## src/node_pkg.sv

```systemverilog
// Purpose: shared constants, types and helpers of the token ring node controller
// Assumes: 100 MHz core clock, 2.5 Mbps line rate
// Notes:   message kind codes and host addresses are local encodings
package node_pkg;

  // ----------------------------------------------------------------
  // timing
  // ----------------------------------------------------------------
  localparam int unsigned CLK_MHZ  = 100;
  localparam int unsigned BIT_NS   = 400;
  localparam int unsigned RESP_NS  = 37400;
  localparam int unsigned GAP_BITS = 20;
  localparam int unsigned BIT_CYC  = (BIT_NS * CLK_MHZ + 999) / 1000;
  localparam int unsigned QTR_CYC  = BIT_CYC / 4;
  localparam int unsigned RESP_CYC = RESP_NS * CLK_MHZ / 1000;
  localparam int unsigned GAP_CYC  = GAP_BITS * BIT_CYC;

  // ----------------------------------------------------------------
  // host port map and fields
  // ----------------------------------------------------------------
  localparam logic [2:0] ADDR_DATA = 3'h0;
  localparam logic [2:0] ADDR_DEST = 3'h1;
  localparam logic [2:0] ADDR_LEN  = 3'h2;
  localparam logic [2:0] ADDR_CMD  = 3'h3;
  localparam logic [2:0] ADDR_MASK = 3'h4;
  localparam logic [2:0] ADDR_NODE = 3'h5;
  localparam logic [2:0] ADDR_NEXT = 3'h6;
  localparam int unsigned CMD_TX     = 0;
  localparam int unsigned CMD_RX_ON  = 1;
  localparam int unsigned CMD_RX_OFF = 2;
  localparam int unsigned CMD_CLR    = 3;
  localparam int unsigned ST_TXAV    = 0;
  localparam int unsigned ST_ACKED   = 1;
  localparam int unsigned ST_RXD     = 2;
  localparam int unsigned ST_ROOM    = 3;
  localparam logic [3:0]  STAT_RST   = 4'h1;

  // ----------------------------------------------------------------
  // line messages
  // ----------------------------------------------------------------
  localparam logic [7:0]  KIND_ITT  = 8'h04;
  localparam logic [7:0]  KIND_ENQ  = 8'h85;
  localparam logic [7:0]  KIND_ACK  = 8'h86;
  localparam logic [7:0]  KIND_NAK  = 8'h15;
  localparam logic [7:0]  KIND_PKT  = 8'h01;
  localparam logic [15:0] CRC_INIT  = 16'h0000;
  localparam logic [15:0] CRC_POLY  = 16'ha001;

  typedef enum logic [1:0] {PH_IDLE, PH_TX, PH_WAIT_ENQ, PH_WAIT_ACK} phase_t;

  typedef struct packed {
    logic       wr;
    logic       rd;
    logic [2:0] addr;
    logic [7:0] data;
  } host_req_t;

  typedef struct packed {
    logic        wr_prev, oe, irq_n;
    logic [7:0]  rdata, dest, len, mask, node, next_id, rxbyte;
    logic [3:0]  stat;
    logic        tx_pend, rx_en, pol_high;
    logic [15:0] div;
    logic [1:0]  qtr;
    logic        bclk, ser_busy;
    logic [8:0]  ser_sh;
    logic [3:0]  ser_bit;
    logic        pa_n, pa_oe, pb_n, pb_oe, txen;
    phase_t      ph;
    logic [7:0]  kind, tdid;
    logic [8:0]  tidx;
    logic        tlast;
    logic [15:0] tcrc, wcnt;
    logic        rx_busy;
    logic [15:0] rx_cnt;
    logic [3:0]  rx_bit;
    logic [7:0]  rx_sh;
    logic [8:0]  ridx;
    logic [7:0]  rkind, rdid, rlen, rhi;
    logic [15:0] rcrc, rgap;
  } node_st_t;

  localparam node_st_t ST_RST = '{pa_n: 1'b1, pa_oe: 1'b1, pb_n: 1'b1, irq_n: 1'b1, txen: 1'b1,
                                  stat: STAT_RST, ph: PH_IDLE, default: '0};

  function automatic logic [15:0] crc_step(input logic [15:0] c, input logic [7:0] b);
    logic [15:0] r;
    r = c ^ {8'h00, b};
    for (int i = 0; i < 8; i++) r = r[0] ? ((r >> 1) ^ CRC_POLY) : (r >> 1);
    return r;
  endfunction

endpackage

```

## src/pair_buffer.sv

```systemverilog
// Purpose: two-entry valid/ready buffer
// Assumes: single clock, async reset plus synchronous clear
// Notes:   full when two words held, no word lost on a stall
`timescale 1ns/1ps
module pair_buffer #(
  parameter int unsigned WIDTH = 8
) (
  input  wire logic             clk_in,
  input  wire logic             rst_in,
  input  wire logic             clear_in,
  input  wire logic             in_valid_in,
  output logic                  in_ready_out,
  input  wire logic [WIDTH-1:0] in_data_in,
  output logic                  out_valid_out,
  input  wire logic             out_ready_in,
  output logic [WIDTH-1:0]      out_data_out
);
  typedef struct packed {
    logic [1:0][WIDTH-1:0] slot;
    logic [1:0]            cnt;
  } buf_st_t;

  buf_st_t q, n;

  assign in_ready_out  = (q.cnt != 2'd2);
  assign out_valid_out = (q.cnt != 2'd0);
  assign out_data_out  = q.slot[0];

  always_comb begin
    n = q;
    if (out_valid_out && out_ready_in) begin
      n.slot[0] = q.slot[1];
      n.cnt     = n.cnt - 2'd1;
    end
    if (in_valid_in && in_ready_out) begin
      n.slot[n.cnt[0]] = in_data_in;
      n.cnt            = n.cnt + 2'd1;
    end
  end

  always_ff @(posedge clk_in or posedge rst_in) begin
    if (rst_in) begin
      q <= '0;
    end else if (clear_in) begin
      q <= '0;
    end else begin
      q <= n;
    end
  end
endmodule

```

## src/token_node.sv

```systemverilog
// Purpose: token ring node controller: host port, sequencer, line coder
// Assumes: host and line inputs synchronous to core_clk_in
// Notes:   hw_reset_n_in low clears all state and samples the polarity strap
`timescale 1ns/1ps
module token_node
  import node_pkg::*;
#(
  parameter int unsigned QTR  = QTR_CYC,
  parameter int unsigned BITS = BIT_CYC,
  parameter int unsigned RESP = RESP_CYC,
  parameter int unsigned GAP  = GAP_CYC
) (
  input  wire logic       core_clk_in,
  input  wire logic       sys_rst_in,
  input  wire logic       hw_reset_n_in,
  input  wire logic       chip_select_n_in,
  input  wire logic       read_strobe_or_data_strobe_n_in,
  input  wire logic       write_strobe_or_direction_in,
  input  wire logic       bus_strobe_mode_in,
  input  wire logic [2:0] host_addr_in,
  input  wire logic [7:0] host_data_in,
  output logic [7:0]      host_data_out,
  output logic            host_data_oe_out,
  output logic            host_irq_n_out,
  input  wire logic       backplane_mode_in,
  input  wire logic       pulse_a_open_drain_in,
  output logic            line_pulse_a_n_out,
  output logic            line_pulse_a_oe_out,
  input  wire logic       line_pulse_b_n_in,
  output logic            line_pulse_b_n_out,
  output logic            line_pulse_b_oe_out,
  input  wire logic       line_receive_in,
  output logic            line_driver_enable_out
);
  // ----------------------------------------------------------------
  // state and helpers
  // ----------------------------------------------------------------
  node_st_t  q, n;
  host_req_t req;
  logic       acc_wr, acc_rd, tick, nb_ok, is_data, is_crc, rx_strobe;
  logic       msg_done, crc_ok, addressed, tmo, tx_act, cur;
  logic       buf_in_valid, buf_in_ready, buf_out_valid, buf_out_ready;
  logic [7:0] buf_out_data, nb, rbyte, mk, mdid;
  logic [8:0] last_idx;

  function automatic node_st_t start_tx(node_st_t s, logic [7:0] k, logic [7:0] d);
    node_st_t r;
    r       = s;
    r.ph    = PH_TX;
    r.kind  = k;
    r.tdid  = d;
    r.tidx  = '0;
    r.tlast = 1'b0;
    r.tcrc  = CRC_INIT;
    return r;
  endfunction

  // ----------------------------------------------------------------
  // host access decode
  // ----------------------------------------------------------------
  assign acc_rd = !chip_select_n_in && !read_strobe_or_data_strobe_n_in
                  && write_strobe_or_direction_in;
  assign acc_wr = !chip_select_n_in && !write_strobe_or_direction_in
                  && (!bus_strobe_mode_in || !read_strobe_or_data_strobe_n_in);
  assign req = '{wr: acc_wr && !q.wr_prev, rd: acc_rd, addr: host_addr_in, data: host_data_in};
  assign buf_in_valid = req.wr && (req.addr == ADDR_DATA);

  pair_buffer #(.WIDTH(8)) u_txbuf (
    .clk_in        (core_clk_in),
    .rst_in        (sys_rst_in),
    .clear_in      (!hw_reset_n_in),
    .in_valid_in   (buf_in_valid),
    .in_ready_out  (buf_in_ready),
    .in_data_in    (req.data),
    .out_valid_out (buf_out_valid),
    .out_ready_in  (buf_out_ready),
    .out_data_out  (buf_out_data)
  );

  // ----------------------------------------------------------------
  // next state
  // ----------------------------------------------------------------
  always_comb begin
    n             = q;
    buf_out_ready = 1'b0;
    rx_strobe     = 1'b0;
    msg_done      = 1'b0;
    nb            = 8'h00;
    nb_ok         = 1'b1;
    tick          = (q.div == 16'(QTR - 1));
    n.div         = tick ? 16'h0000 : q.div + 16'h0001;
    rbyte         = q.rx_sh;
    mk            = (q.ridx == 9'h000) ? rbyte : q.rkind;
    mdid          = (q.ridx == 9'h001) ? rbyte : q.rdid;
    addressed     = (mk == KIND_ACK) || (mk == KIND_NAK) || (mdid == q.node);
    crc_ok        = ({q.rhi, rbyte} == q.rcrc);
    tmo           = (q.wcnt == 16'(RESP - 1));
    is_data       = (q.kind == KIND_PKT) && (q.tidx >= 9'h003) && (q.tidx <= {1'b0, q.len} + 9'h002);
    is_crc        = (q.kind == KIND_PKT) && (q.tidx >= 9'h001) && (q.tidx <= {1'b0, q.len} + 9'h002);
    // host port
    n.wr_prev = acc_wr;
    n.oe      = req.rd;
    case (req.addr)
      ADDR_DATA: n.rdata = q.rxbyte;
      ADDR_DEST: n.rdata = q.dest;
      ADDR_LEN:  n.rdata = q.len;
      ADDR_CMD:  n.rdata = {4'h0, q.stat};
      ADDR_MASK: n.rdata = q.mask;
      ADDR_NODE: n.rdata = q.node;
      ADDR_NEXT: n.rdata = q.next_id;
      default:   n.rdata = 8'h00;
    endcase
    if (req.wr) begin
      case (req.addr)
        ADDR_DEST: n.dest    = req.data;
        ADDR_LEN:  n.len     = req.data;
        ADDR_MASK: n.mask    = req.data;
        ADDR_NODE: n.node    = req.data;
        ADDR_NEXT: n.next_id = req.data;
        ADDR_CMD: begin
          if (req.data[CMD_TX]) begin
            n.tx_pend       = 1'b1;
            n.stat[ST_TXAV] = 1'b0;
          end
          if (req.data[CMD_RX_ON]) n.rx_en = 1'b1;
          if (req.data[CMD_RX_OFF]) n.rx_en = 1'b0;
          if (req.data[CMD_CLR]) begin
            n.stat[ST_ACKED] = 1'b0;
            n.stat[ST_RXD]   = 1'b0;
          end
        end
        default: n.dest = n.dest;
      endcase
    end
    // receive deserialiser
    if (!q.rx_busy) begin
      if (line_receive_in) begin
        n.rx_busy = 1'b1;
        n.rx_cnt  = 16'h0000;
        n.rx_bit  = 4'h0;
      end
    end else begin
      n.rx_cnt = q.rx_cnt + 16'h0001;
      if ((q.rx_cnt == 16'(QTR / 2)) && (q.rx_bit != 4'h0)) n.rx_sh = {line_receive_in, q.rx_sh[7:1]};
      if (q.rx_cnt == 16'(BITS - 1)) begin
        n.rx_cnt = 16'h0000;
        if (q.rx_bit == 4'h8) begin
          n.rx_busy = 1'b0;
          rx_strobe = 1'b1;
        end else begin
          n.rx_bit = q.rx_bit + 4'h1;
        end
      end
    end
    // message parser, own echo ignored
    if (rx_strobe && (q.ph != PH_TX)) begin
      n.rgap = 16'h0000;
      n.ridx = q.ridx + 9'h001;
      if (q.ridx == 9'h000) n.rkind = rbyte;
      if (q.ridx == 9'h001) n.rdid = rbyte;
      if (q.ridx == 9'h002) n.rlen = rbyte;
      if ((q.ridx == 9'h001) || (q.ridx == 9'h002)) n.rcrc = crc_step(q.rcrc, rbyte);
      if ((q.ridx >= 9'h003) && (q.ridx <= {1'b0, q.rlen} + 9'h002)) begin
        n.rcrc   = crc_step(q.rcrc, rbyte);
        n.rxbyte = rbyte;
      end
      if ((q.ridx >= 9'h003) && (q.ridx == {1'b0, q.rlen} + 9'h003)) n.rhi = rbyte;
      if (q.ridx == 9'h000) begin
        msg_done = (rbyte == KIND_ACK) || (rbyte == KIND_NAK);
        if (!msg_done && (rbyte != KIND_ITT) && (rbyte != KIND_ENQ) && (rbyte != KIND_PKT)) n.ridx = 9'h000;
      end else if (q.ridx == 9'h001) begin
        msg_done = (q.rkind == KIND_ITT) || (q.rkind == KIND_ENQ);
      end else begin
        msg_done = (q.rkind == KIND_PKT) && (q.ridx >= 9'h004) && (q.ridx == {1'b0, q.rlen} + 9'h004);
      end
      if (msg_done) begin
        n.ridx = 9'h000;
        n.rcrc = CRC_INIT;
      end
    end else if (q.ridx != 9'h000) begin
      n.rgap = q.rgap + 16'h0001;
      if (q.rgap == 16'(GAP - 1)) begin
        n.ridx = 9'h000;
        n.rcrc = CRC_INIT;
      end
    end
    // byte source and serialiser
    if (q.kind == KIND_ACK || q.kind == KIND_NAK) last_idx = 9'h000;
    else if (q.kind == KIND_PKT) last_idx = {1'b0, q.len} + 9'h004;
    else last_idx = 9'h001;
    if (q.tidx == 9'h000) nb = q.kind;
    else if (q.tidx == 9'h001) nb = q.tdid;
    else if (q.tidx == 9'h002) nb = q.len;
    else if (is_data) begin
      nb    = buf_out_data;
      nb_ok = buf_out_valid;
    end else if (q.tidx == {1'b0, q.len} + 9'h003) nb = q.tcrc[15:8];
    else nb = q.tcrc[7:0];
    if (tick) begin
      n.bclk = !q.bclk;
      if (q.ser_busy) begin
        n.qtr = q.qtr + 2'd1;
        if (q.qtr == 2'd3) begin
          if (q.ser_bit == 4'h8) begin
            n.ser_busy = 1'b0;
          end else begin
            n.ser_bit = q.ser_bit + 4'h1;
            n.ser_sh  = q.ser_sh >> 1;
          end
        end
      end
      if (!n.ser_busy && (q.ph == PH_TX) && !q.tlast && nb_ok) begin
        n.ser_busy    = 1'b1;
        n.ser_sh      = {nb, 1'b1};
        n.ser_bit     = 4'h0;
        n.qtr         = 2'd0;
        n.tidx        = q.tidx + 9'h001;
        n.tlast       = (q.tidx == last_idx);
        buf_out_ready = is_data;
        if (is_crc) n.tcrc = crc_step(q.tcrc, nb);
      end
    end
    // sequencer
    n.wcnt = q.wcnt + 16'h0001;
    case (q.ph)
      PH_IDLE: begin
        if (msg_done && addressed) begin
          if (mk == KIND_ITT) begin
            if (q.tx_pend) n = start_tx(n, KIND_ENQ, q.dest);
            else n = start_tx(n, KIND_ITT, q.next_id);
          end else if (mk == KIND_ENQ) begin
            n = start_tx(n, q.rx_en ? KIND_ACK : KIND_NAK, 8'h00);
          end else if ((mk == KIND_PKT) && crc_ok && q.rx_en) begin
            n              = start_tx(n, KIND_ACK, 8'h00);
            n.stat[ST_RXD] = 1'b1;
          end
        end
      end
      PH_TX: begin
        if (q.tlast && !q.ser_busy) begin
          n.wcnt = 16'h0000;
          if (q.kind == KIND_ENQ) n.ph = PH_WAIT_ENQ;
          else if (q.kind == KIND_PKT) n.ph = PH_WAIT_ACK;
          else n.ph = PH_IDLE;
        end
      end
      PH_WAIT_ENQ: begin
        if (msg_done && (mk == KIND_ACK)) n = start_tx(n, KIND_PKT, q.dest);
        else if ((msg_done && (mk == KIND_NAK)) || tmo) n = start_tx(n, KIND_ITT, q.next_id);
      end
      PH_WAIT_ACK: begin
        if ((msg_done && (mk == KIND_ACK)) || tmo) begin
          n                = start_tx(n, KIND_ITT, q.next_id);
          n.stat[ST_ACKED] = msg_done && (mk == KIND_ACK);
          n.stat[ST_TXAV]  = 1'b1;
          n.tx_pend        = 1'b0;
        end
      end
      default: n.ph = PH_IDLE;
    endcase
    n.stat[ST_ROOM] = buf_in_ready;
    n.irq_n         = !(|(n.stat & n.mask));
    // line pins
    tx_act = (n.ph == PH_TX) || n.ser_busy;
    cur    = n.ser_busy && n.ser_sh[0];
    if (backplane_mode_in) begin
      n.pa_n = !cur;
      n.pb_n = !n.bclk;
    end else begin
      n.pa_n = !(cur && (n.qtr == 2'd0));
      n.pb_n = !(cur && (n.qtr == 2'd1));
    end
    n.pa_oe = !(backplane_mode_in && pulse_a_open_drain_in) || !n.pa_n;
    n.pb_oe = 1'b1;
    n.txen  = n.pol_high ? tx_act : !tx_act;
    if (!hw_reset_n_in) begin
      n          = ST_RST;
      n.pol_high = backplane_mode_in && !line_pulse_b_n_in;
    end
  end

  always_ff @(posedge core_clk_in or posedge sys_rst_in) begin
    if (sys_rst_in) begin
      q <= ST_RST;
    end else begin
      q <= n;
    end
  end

  assign host_data_out          = q.rdata;
  assign host_data_oe_out       = q.oe;
  assign host_irq_n_out         = q.irq_n;
  assign line_pulse_a_n_out     = q.pa_n;
  assign line_pulse_a_oe_out    = q.pa_oe;
  assign line_pulse_b_n_out     = q.pb_n;
  assign line_pulse_b_oe_out    = q.pb_oe;
  assign line_driver_enable_out = q.txen;
endmodule

```

## config.mk

```make
export PLATFORM = sky130hd
export DESIGN_NAME = token_node
export DESIGN_NICKNAME = d
export VERILOG_FILES = /design/src/node_pkg.sv /design/src/pair_buffer.sv /design/src/token_node.sv
export SDC_FILE = /design/constraint.sdc
export NUM_CORES = 1
export LEC_CHECK = 0
export ABC_AREA = 0
export BUFFER_PORTS_ARGS = -buffer_cell sky130_fd_sc_hd__buf_2
export CELL_PAD_IN_SITES_DETAIL_PLACEMENT = 1
export CELL_PAD_IN_SITES_GLOBAL_PLACEMENT = 1
export CORE_AREA = 2 2 239 241
export DETAILED_ROUTE_END_ITERATION = 16
export DIE_AREA = 0 0 241 243
export PLACE_DENSITY = 0.61
export SETUP_SLACK_MARGIN = 0.3
export SKIP_CTS_REPAIR_TIMING = 1
export SYNTH_ARGS = -nofsm -noshare
export SYNTH_HDL_FRONTEND = slang
export SYNTH_SLANG_ARGS = --single-unit
```

## constraint.sdc

```tcl
create_clock -name core_clk_in -period 9.2 [get_ports core_clk_in]
set_clock_uncertainty 0.1 [all_clocks]
set_input_delay 0.46 -clock core_clk_in [delete_from_list [all_inputs] [get_ports core_clk_in]]
set_output_delay 0.46 -clock core_clk_in [all_outputs]
set_load 0.01 [all_outputs]
```

==> metrics.cfg, run 1 <==
[run_status]
status = finished clean

[logic_synthesis]
ys_types = 88
synthArstFlopShare = 1.00
synthAdderAreaFrac = 0.0414
synth_fp_nets = 1884
synth_top_family_by_area = simple AND/OR/NAND/NOR gates
synthMuxAreaShare = 0.0819
synth_ff_type = dfrtp_1
synth_compound_area_frac = 0.127
ys_ff_latch = 281
synth_area_sq_um = 16600
synthXorXnorAreaFrac = 0.0849
synth_simple_gate_area_share = 0.200
synth_edf_count = 0
yosysWarnings = 0
syn_inst = 1807
yosysSeqAreaShare = 0.423
avgSynthCellArea_sq_um = 9.21

[cells_and_area]
nFillCells = 6484
ff_latch_area_sq_um = 7040
antenna_cells = 0
fin_nets = 1871
multi_input_area_sq_um = 8930
area_delta_synth_final_pct = 12.4
final_common_cell = dfrtp_1
final_util = 0.334
layout_common_cells = dfrtp_1, nor2_1, nand2_1
drive_above_1_share = 0.0835
fin_area_sq_um = 18700

[sta]
fmax_mhz = 171
setup_violations = 0
hold_violations = 0
finalSetupTns_ns = 0
maxSlewViolCount = 0
rsz0062_at_grt = no
tightestPinTransition_ns = 1.16
period_needed_ns = 5.85
finalCritPeriodShare = 0.636
finalWorstSetupSlack_ns = 3.35
relSlewSlack = 0.229

[place]
hpwlAfterDp_microns = 34200
place_area_sq_um = 17500
numPortBuffers = 36
pre_cts_ws_ns = 3.43
gp_congestion = 0.887

[pwr]
peakVddDrop_uv = 108
p_seq_frac = 0.440
internal_power_mw = 2.17
finalPower_mw = 2.85
p_sw_frac = 0.239
p_switching_mw = 0.682
p_leak_nw = 8.13
combPwrFrac = 0.044
clockPowerShare = 0.516
power.density_nw_per_um2 = 152

[hold_path]
worst_hold_path_type = input port to flop

[clock_network]
clockBufferDepth = 3
cts_tree = done
h-tree-depth = 2
clk_pin_slew_ns = 0.06
cts_buffers = 36
clk_latency_ns = 0.57
clockRootBuffer = clkbuf_16
clkSinkCount = 281

[floorplan]
dieArea_sq_um = 58600
start_util = 0.297
fp.dieW_microns = 241
core_sq_um = 56000
die_y_microns = 243
core.rowCount = 87
ios = 37

[global_routing]
grt_max_degree = 135
grt_overflow_total = 0
grt_use_total = 0.169
grt_pass1_vias = 14000
antenna_found_initial = 1
grt_pass1_wl_microns = 79000

[routing]
vias = 13200
ant_nets = 0
drc = 0
routedWlPerCell_microns = 18.8
drt_iter0_drc = 670
wl_microns = 48400
drt_first_pass_iters = 5
routed_via_density = 5.14

[run]
drv_cap = 0

[worst_setup_path]
cp_max_fo = 12
crit_path_start_kind = flop
path_class = flop to flop
crit_required_ns = 9.51
arrival_ns = 6.16
crit_buf_inv = 1
critPathTopFamily = simple AND/OR/NAND/NOR gates
slowest_stage = dfrtp_1
end_kind = flop
cpPeakStageDelay_ns = 0.62
cp_cell_sequence = ha_1 -> and3_1 -> nand2_1 -> xnor2_1 -> ha_1 -> and3_1 -> and3_1 -> a211oi_1 -> o21a_1 -> nand2_1 -> o2111ai_1 -> nor2_1 -> buf_4 -> nand2_1 -> xnor2_1 -> nand2b_1 -> mux2i_1 -> nor2_1

-- cells in the mapped netlist, types with 6 or more instances --
master / n / area (sq um)
a22oi_1: 14 / 105
xnor2_1: 78 / 683
mux2i_1: 117 / 1170
a22o_1: 15 / 131
a211oi_1: 27 / 203
or2_2: 7 / 43.8
dfrtp_1: 275 / 6880
xor2_1: 76 / 666
inv_1: 62 / 233
nand4_1: 29 / 181
nor4b_1: 6 / 52.6
clkbuf_1: 72 / 270
a21oi_1: 65 / 325
nand2_1: 133 / 499
nor2_1: 261 / 980
nor4_1: 17 / 106
o21ai_0: 89 / 445
mux4_2: 6 / 135
buf_2: 12 / 60.1
nor2b_1: 13 / 81.3
buf_4: 10 / 75.1
a31oi_1: 12 / 75.1
ha_1: 55 / 688
o22ai_1: 12 / 75.1
and3_1: 22 / 138
nand2b_1: 17 / 106
or3_1: 9 / 56.3
buf_1: 9 / 33.8
o21ai_1: 15 / 75.1
dfstp_2: 6 / 158
nor3_1: 36 / 180
and2_1: 13 / 81.3
o31ai_1: 11 / 82.6
o211ai_1: 9 / 67.6
o21a_1: 10 / 75.1
and4_1: 6 / 52.6
nand3_1: 78 / 390
nand4b_1: 10 / 87.6
-- state kept, by name, summed over array words and instances (netlist names) --
signal	cells
host_data_out	8
line_pulse_a_oe_out	1
u_txbuf.out_data_out	8
line_pulse_b_n_out	1
line_pulse_b_oe_out	1
rbyte	8
host_irq_n_out	1
line_driver_enable_out	1
line_pulse_a_n_out	1
q	240
u_txbuf.q	10
host_data_oe_out	1
-- worst register-to-register path, stage by stage, from the launching register on --
cell	delay (ns)
dfrtp_1	0.62
ha_1	0.36
and3_1	0.25
nand2_1	0.08
xnor2_1	0.15
ha_1	0.29
and3_1	0.21
and3_1	0.18
a211oi_1	0.39
o21a_1	0.36
nand2_1	0.30
o2111ai_1	0.58
nor2_1	0.11
buf_4	0.22
nand2_1	0.46
xnor2_1	0.22
nand2b_1	0.52
mux2i_1	0.26
nor2_1	0.06
-- power by group through the flow --
| stage | sequential [mW] | combinational (mW) | clock [mW] |
|---|---|---|---|
| after detailed placement | 1.28 | 0.130 | 0 |
| after CTS | 1.26 | 0.130 | 1.52 |
| after global placement | 1.28 | 0.127 | 0 |
| after floorplan | 1.27 | 0.0847 | 0 |
| after global routing | 1.26 | 0.143 | 1.57 |
| final | 1.26 | 0.126 | 1.47 |
-- layout make-up --
class	count	area share
clock buffers	55	0.0573
clock inverters	10	0.00849
inverters	63	0.0132
multi-input cells	1358	0.477
flip-flops and latches	281	0.376
well taps	756	0.0505
repair buffers	54	0.0173
-- cell families (layout without fill, tap and decap cells) --
family,Yosys count,count (layout)
buf+inv,168,182
compound gates,330,330
mux,128,128
xor+xnor,157,157
simple gates,688,688
fa+ha+maj,55,55
flops,281,281
-- through the flow --
stage	cells	hold WS [ns]
4_1_cts	2574	-0.0498
3_5_place_dp	2509	0.376
3_3_place_gp	2509	0.365
6_report	2577	0.00794
2_1_floorplan	1807	0.338
5_1_grt	2577	0.0122
-- routing by layer --
| layer | track usage | vias up | wire length (microns) |
|---|---|---|---|
| li1 | - | 6326 | - |
| met1 | 0.230 | 6687 | 22700 |
| met2 | 0.273 | 162 | 22900 |
| met3 | 0.0241 | 71 | 1450 |
| met4 | 0.0545 | 2 | 1330 |
| met5 | 0 | - | 16 |
-- worst paths after layout --
check                                  start               end  slack [ns]  cells after the start
max in group asynchronous         sys_rst_in  host_data_out[0]        7.38                      3
setup reg to reg                      q[241]     u_txbuf.q[17]        3.35                     18
hold reg to reg                       q[170]            q[170]        0.39                      1
hold / removal             line_pulse_b_n_in            q[200]       0.008                      2
min in group asynchronous         sys_rst_in             q[72]        0.02                      2
setup / recovery                      q[241]     u_txbuf.q[17]        3.35                     18
Power figures use the tool's default switching activity.
==> run 2, diff against run 1 <==
ABC_AREA = 1   (was 0)
CORE_AREA = 2 2 243 245   (was 2 2 239 241)
DIE_AREA = 0 0 245 247   (was 0 0 241 243)
PLACE_DENSITY = 0.62   (was 0.61)
clock period = 5.6 ns   (was 9.2 ns; I/O delays follow)
==> run 2 against run 1 <==
Effect of this change: the flow now finishes with violations (negative hold slack); sequential cell count is the same; fmax is 25% higher; routed wire length up 15%; worst hold slack lost 0.024 ns; area after synthesis grew 3.0%; die area is 3.3% higher; final cell count rose by 19%; global-route usage up 1.8 points; register-to-register slack worse by 2.4 ns; critical path type unchanged; critical endpoint is now q[124]; highest routed layer is now met4.
==> metrics.cfg, run 2 <==
[sta]
relSlewSlack = 0.235  ; +0.00587
maxSlewViolCount = 0  ; unchanged
finalWorstSetupSlack_ns = 0.915  ; -2.44 ns
period_needed_ns = 4.69  ; -1.16 ns
hold_violations = 2  ; +2
finalSetupTns_ns = 0  ; unchanged
fmax_mhz = 213  ; +25%
tightestPinTransition_ns = 1.14  ; -0.0165 ns
setup_violations = 0  ; unchanged
rsz0062_at_grt = no
finalCritPeriodShare = 0.837  ; +0.201
whs_ns = -0.0159  ; -0.0238 ns

[global_routing]
antenna_found_initial = 0  ; -1
grt_pass1_vias = 16000  ; +15%
grt_max_degree = 168  ; +24%
grt_use_total = 0.186  ; +0.0179
grt_pass1_wl_microns = 90000  ; +14%
grt_overflow_total = 0  ; unchanged

[cells_and_area]
fin_area_sq_um = 19400  ; +3.6%
final_util = 0.333  ; -0.00148
largest_reg_flops = 240  ; unchanged
final_common_cell = nand2_1
fin_nets = 2349  ; +26%
layout_common_cells = nand2_1, inv_1, dfrtp_1
regMostFlops = q
area_delta_synth_final_pct = 13.1
drive_above_1_share = 0.102  ; +0.0190
finalNonFillerCells = 3067  ; +19%
antenna_cells = 0  ; unchanged
biggestRegsByFlops = q (240), u_txbuf.q (10)

[pwr]
peakVddDrop_uv = 154  ; +43%
p_leak_nw = 8.54  ; +5.0%
finalPower_mw = 4.98  ; +75%
power.density_nw_per_um2 = 257  ; +69%

[floorplan]
start_util = 0.294  ; -0.00301
die_y_microns = 247  ; +1.6%
ios = 37  ; unchanged
fp.dieW_microns = 245  ; +1.7%
dieArea_sq_um = 60500  ; +3.3%
core.rowCount = 89  ; +2.3%
core_sq_um = 58200  ; +4.1%

[worst_setup_path]
cpPeakStageDelay_ns = 0.68  ; +0.06 ns
arrival_ns = 5.08  ; -1.08 ns
reg2reg_depth = 20  ; +2
end_kind = flop
crit_required_ns = 5.99  ; -3.52 ns
slowest_stage = dfrtp_1
path_depth = 20  ; +2
path_class = flop to flop
cp_max_fo = 13  ; +1
crit_path_start_kind = flop
crit_buf_inv = 4  ; +3
crit_top_cell = nand2_1
critPathTopFamily = simple AND/OR/NAND/NOR gates
cp_cell_sequence = nand2_2 -> nor2_4 -> nand2_1 -> xor2_1 -> ha_1 -> nand2_1 -> nor2_1 -> nand3b_1 -> nand3_1 -> nand2_1 -> nand2_1 -> inv_1 -> nand4_1 -> nand2_2 -> nor2_4 -> inv_2 -> nor2_2 -> inv_1 -> a211o_1 -> inv_1

[logic_synthesis]
synth_area_sq_um = 17100  ; +3.0%
synthMuxAreaShare = 0  ; -0.0819
synthArstFlopShare = 1.00  ; unchanged
synth_compound_area_frac = 0.152  ; +0.0249
synth_top_area_cell = dfrtp_1
avgSynthCellArea_sq_um = 7.70  ; -16%
synth_common_cells = nand2_1, inv_1, dfrtp_1, nor2_1, o21ai_0
synth_most_common_cell = nand2_1
ys_types = 69  ; -22%
synth_edf_count = 0  ; unchanged
synth_simple_gate_area_share = 0.264  ; +0.0645
synth_fp_nets = 2304  ; +22%
ys_ff_latch = 281  ; unchanged
synth.area.top_cells = dfrtp_1, nand2_1, inv_1
synthXorXnorAreaFrac = 0.0444  ; -0.0404
synth_top_family_by_area = simple AND/OR/NAND/NOR gates
yosysSeqAreaShare = 0.411  ; -0.0125
syn_inst = 2227  ; +23%
synth_ff_type = dfrtp_1
synth_top_area_frac = 0.401  ; -0.0122
synthAdderAreaFrac = 0.0401  ; -0.00122
yosysWarnings = 0  ; unchanged

[routing]
drt_first_pass_iters = 4  ; -1
drt_iter0_drc = 764  ; +14%
wl_microns = 55600  ; +15%
vias = 15400  ; +17%
routedWlPerCell_microns = 18.1  ; -3.5%
drc = 0  ; unchanged
routed_via_density = 5.04  ; -2.0%
ant_nets = 0  ; unchanged

[clock_network]
clockRootBuffer = clkbuf_16
clk_latency_ns = 0.55  ; -0.02 ns
clockBufferDepth = 3  ; unchanged
h-tree-depth = 2  ; unchanged
clkSinkCount = 281  ; unchanged
cts_buffers = 37  ; +2.8%
cts_tree = done
clk_pin_slew_ns = 0.06  ; about the same

[place]
numPortBuffers = 36  ; unchanged
gp_congestion = 0.875  ; -1.4%
place_area_sq_um = 18100  ; +3.9%
pre_cts_ws_ns = 1.01  ; -2.42 ns
dp_cells = 2992  ; +19%
hpwlAfterDp_microns = 42000  ; +23%

[hold_path]
worst_hold_path_type = input port to flop
hold_depth = 3  ; +1

[run_status]
status = finished, violations left
failed_checks = negative hold slack

[run]
drv_cap = 0  ; unchanged

## run 2: cell count changes in the layout (fill, tap and decap cells not counted), sizes merged, moves of 47 or more
cell	previous run	this run
nand2	133	482
inv	62	308
mux2i	117	0
o21ai	104	194
nand3	78	143
nor2	264	205
xnor2	78	31
## run 2: path summary, 6_finish.rpt
| check | from | end | slack [ns] |
|---|---|---|---|
| setup / recovery | q[243] | q[124] | 0.91 |
| min in group asynchronous | sys_rst_in | q[12] | 0.15 |
| hold / removal | host_data_in[6] | u_txbuf.out_data_out[6] | -0.02 |
| hold reg to reg | q[102] | q[102] | 0.38 |
| max in group asynchronous | sys_rst_in | q[141] | 3.97 |
| setup reg to reg | q[243] | q[124] | 0.91 |
## run 2: layout make-up
cell class              instances  area, sq um
clock buffers                  56         1090
flip-flops and latches        281         7040
well taps                     773          967
repair buffers                 69          488
clock inverters                 5         30.0
inverters                     311         1170
multi-input cells            1572         8610
fillers                      7066        38800
## run 2: worst min-delay path, cell delays in order
cell     delay (ns)
buf_2          0.11
o21ai_0        0.08
a21oi_1        0.12
## run 2: cell families after synthesis
| family | count (synthesis) |
|---|---|
| compound gates | 432 |
| xor+xnor | 87 |
| flops | 281 |
| fa+ha+maj | 55 |
| simple gates | 998 |
| buf+inv | 374 |
## run 2: routing by layer
layer,up-vias,routed length (microns),global-route usage,part of all wire
met2,156,26100,0.308,0.47
met4,0,1020,0.0450,0.018
met5,-,0,0,0
met1,7736,27000,0.256,0.49
li1,7491,-,-,-
met3,63,1450,0.0267,0.026
## run 2: report_power, final
part / internal (mW) / total, mW / switching (mW)
Combinational: 0.160 / 0.617 / 0.457
Clock: 1.33 / 2.27 / 0.936
Sequential: 2.07 / 2.10 / 0.0324
Total: 3.56 / 4.98 / 1.43
==> run 3, diff against run 2 <==
clock period = 4.55 ns   (was 5.6 ns; I/O delays follow)
==> run 3 against run 2 <==
Effect of this change: the flow now finishes without violations; critical path depth down 1; sequential power up 23%; worst setup slack worse by 0.27 ns; global-route usage up 0.29 points; non-clock buffer count up 14; sequential share of layout area down 0.35 points; final cell count up 0.42%; via count up 0.85%; register-to-register slack worse by 0.27 ns; routed wire length up 1.6%; critical endpoint is now line_pulse_a_oe_out; highest routed layer unchanged.
==> metrics.cfg, run 3 (synthesis gave the netlist of run 2 again) <==
[worst_setup_path]
crit_required_ns = 4.91  ; -1.08 ns
path_class = flop to flop
end_kind = flop
crit_path_start_kind = flop
cp_max_fo = 11  ; -2
arrival_ns = 4.27  ; -0.81 ns

[sta]
relSlewSlack = 0.225  ; -0.00945
setup_violations = 0  ; unchanged
fmax_mhz = 256  ; +20%
rsz0062_at_grt = no
finalSetupTns_ns = 0  ; unchanged
finalCritPeriodShare = 0.859  ; +0.0219
tightestPinTransition_ns = 1.15  ; +0.0141 ns
maxSlewViolCount = 0  ; unchanged
period_needed_ns = 3.91  ; -0.779 ns
hold_violations = 0  ; -2

[clock_network]
clockBufferDepth = 3  ; unchanged
clockRootBuffer = clkbuf_16
cts_buffers = 36  ; -2.7%
clk_pin_slew_ns = 0.06  ; about the same
clkSinkCount = 281  ; unchanged
cts_tree = done
h-tree-depth = 2  ; unchanged
clk_latency_ns = 0.56  ; about the same

[run]
drv_cap = 0  ; unchanged

[floorplan]
ios = 37  ; unchanged
die_y_microns = 247  ; unchanged
fp.dieW_microns = 245  ; unchanged
core.rowCount = 89  ; unchanged
core_sq_um = 58200  ; unchanged
start_util = 0.294  ; unchanged
dieArea_sq_um = 60500  ; unchanged

[cells_and_area]
area_delta_synth_final_pct = 14.3
layout_common_cells = nand2_1, inv_1, dfrtp_1
antenna_cells = 0  ; unchanged
largest_reg_flops = 240  ; unchanged
fin_nets = 2362  ; +0.55%
biggestRegsByFlops = q (240), u_txbuf.q (10)
drive_above_1_share = 0.111  ; +0.00896
final_common_cell = nand2_1
regMostFlops = q

[place]
gp_congestion = 0.843  ; -3.6%
hpwlAfterDp_microns = 42500  ; +1.3%
numPortBuffers = 36  ; unchanged

[global_routing]
grt_max_degree = 150  ; -11%
antenna_found_initial = 0  ; unchanged
grt_use_total = 0.189  ; +0.00288
grt_pass1_vias = 16400  ; +2.3%
grt_pass1_wl_microns = 91500  ; +1.7%
grt_overflow_total = 0  ; unchanged

[routing]
drt_iter0_drc = 842  ; +10%
ant_nets = 0  ; unchanged
wl_microns = 56500  ; +1.6%
routed_via_density = 5.06  ; +0.43%
drc = 0  ; unchanged
routedWlPerCell_microns = 18.3  ; +1.2%
drt_first_pass_iters = 5  ; +1
vias = 15600  ; +0.85%

[pwr]
internal_power_mw = 4.51  ; +27%
combPwrFrac = 0.125  ; about the same
clockPowerShare = 0.463  ; +0.008
power.density_nw_per_um2 = 320  ; +24%
peakVddDrop_uv = 228  ; +48%
p_switching_mw = 1.76  ; +23%
p_sw_frac = 0.281  ; -0.00534
p_leak_nw = 8.63  ; +1.1%
p_seq_frac = 0.412  ; -0.010
finalPower_mw = 6.27  ; +26%

[hold_path]
worst_hold_path_type = input port to flop

[run_status]
status = finished clean

-- run 3: worst max-delay path, cell delays in order, from the launching register on --
cell	delay, ns
dfrtp_2	0.53
nand2_2	0.16
nor2_4	0.18
nand2_1	0.08
xor2_1	0.14
ha_1	0.31
nand3_1	0.08
nor3_1	0.14
nand3_1	0.09
nand2_1	0.15
nand2_4	0.11
inv_1	0.21
nand4_1	0.14
nand2_2	0.14
buf_4	0.21
nand4_1	0.11
o21a_1	0.13
nand2_1	0.12
nand4_1	0.08
dlygate4sd3_1	0.59
-- run 3: metal layers --
layer | track usage | routed length, microns
met4 | 0.0459 | 1130
met3 | 0.0229 | 1580
met1 | 0.253 | 26800
met2 | 0.324 | 26900
met5 | 0 | 0
-- run 3: cell type report --
class / count / area (sq um)
Fill cell: 7017 / 38600
Clock buffer: 53 / 1090
Tap cell: 773 / 967
Inverter: 311 / 1170
Clock inverter: 7 / 88.8
Multi-Input combinational cell: 1572 / 8630
Sequential cell: 281 / 7050
Timing Repair Buffer: 83 / 606
-- run 3: path summary, 6_finish.rpt --
kind                                 start                   to  slack (ns)  cells after the start
max in group asynchronous       sys_rst_in               q[198]        2.74                      4
setup / recovery                    q[243]  line_pulse_a_oe_out        0.64                     19
hold reg to reg                     q[102]               q[102]        0.37                      1
hold / removal             host_addr_in[0]               q[220]         0.1                      5
min in group asynchronous       sys_rst_in                q[11]        0.26                      3
setup reg to reg                    q[243]  line_pulse_a_oe_out        0.64                     19
-- run 3: power groups by stage --
stage	sequential [mW]	clock, mW	combinational [mW]
5_1_grt	2.59	3.06	0.879
6_report	2.58	2.90	0.783
3_5_place_dp	2.63	0	0.778
4_1_cts	2.58	2.98	0.784
3_3_place_gp	2.63	0	0.759
2_1_floorplan	2.62	0	0.544
-- run 3: metrics by stage --
stage / area (sq um) / setup slack [ns] / util / cells / hold slack [ns]
2_1_floorplan: 17200 / 0.506 / - / 2227 / 0.159
3_3_place_gp: 18200 / 0.522 / 0.312 / 2998 / 0.269
3_5_place_dp: 18200 / 0.301 / 0.312 / 2998 / 0.282
4_1_cts: 19400 / 0.239 / 0.332 / 3058 / -0.307
5_1_grt: 19600 / 0.303 / 0.337 / 3080 / 0.119
6_report: 19600 / 0.644 / 0.337 / 3080 / 0.0957
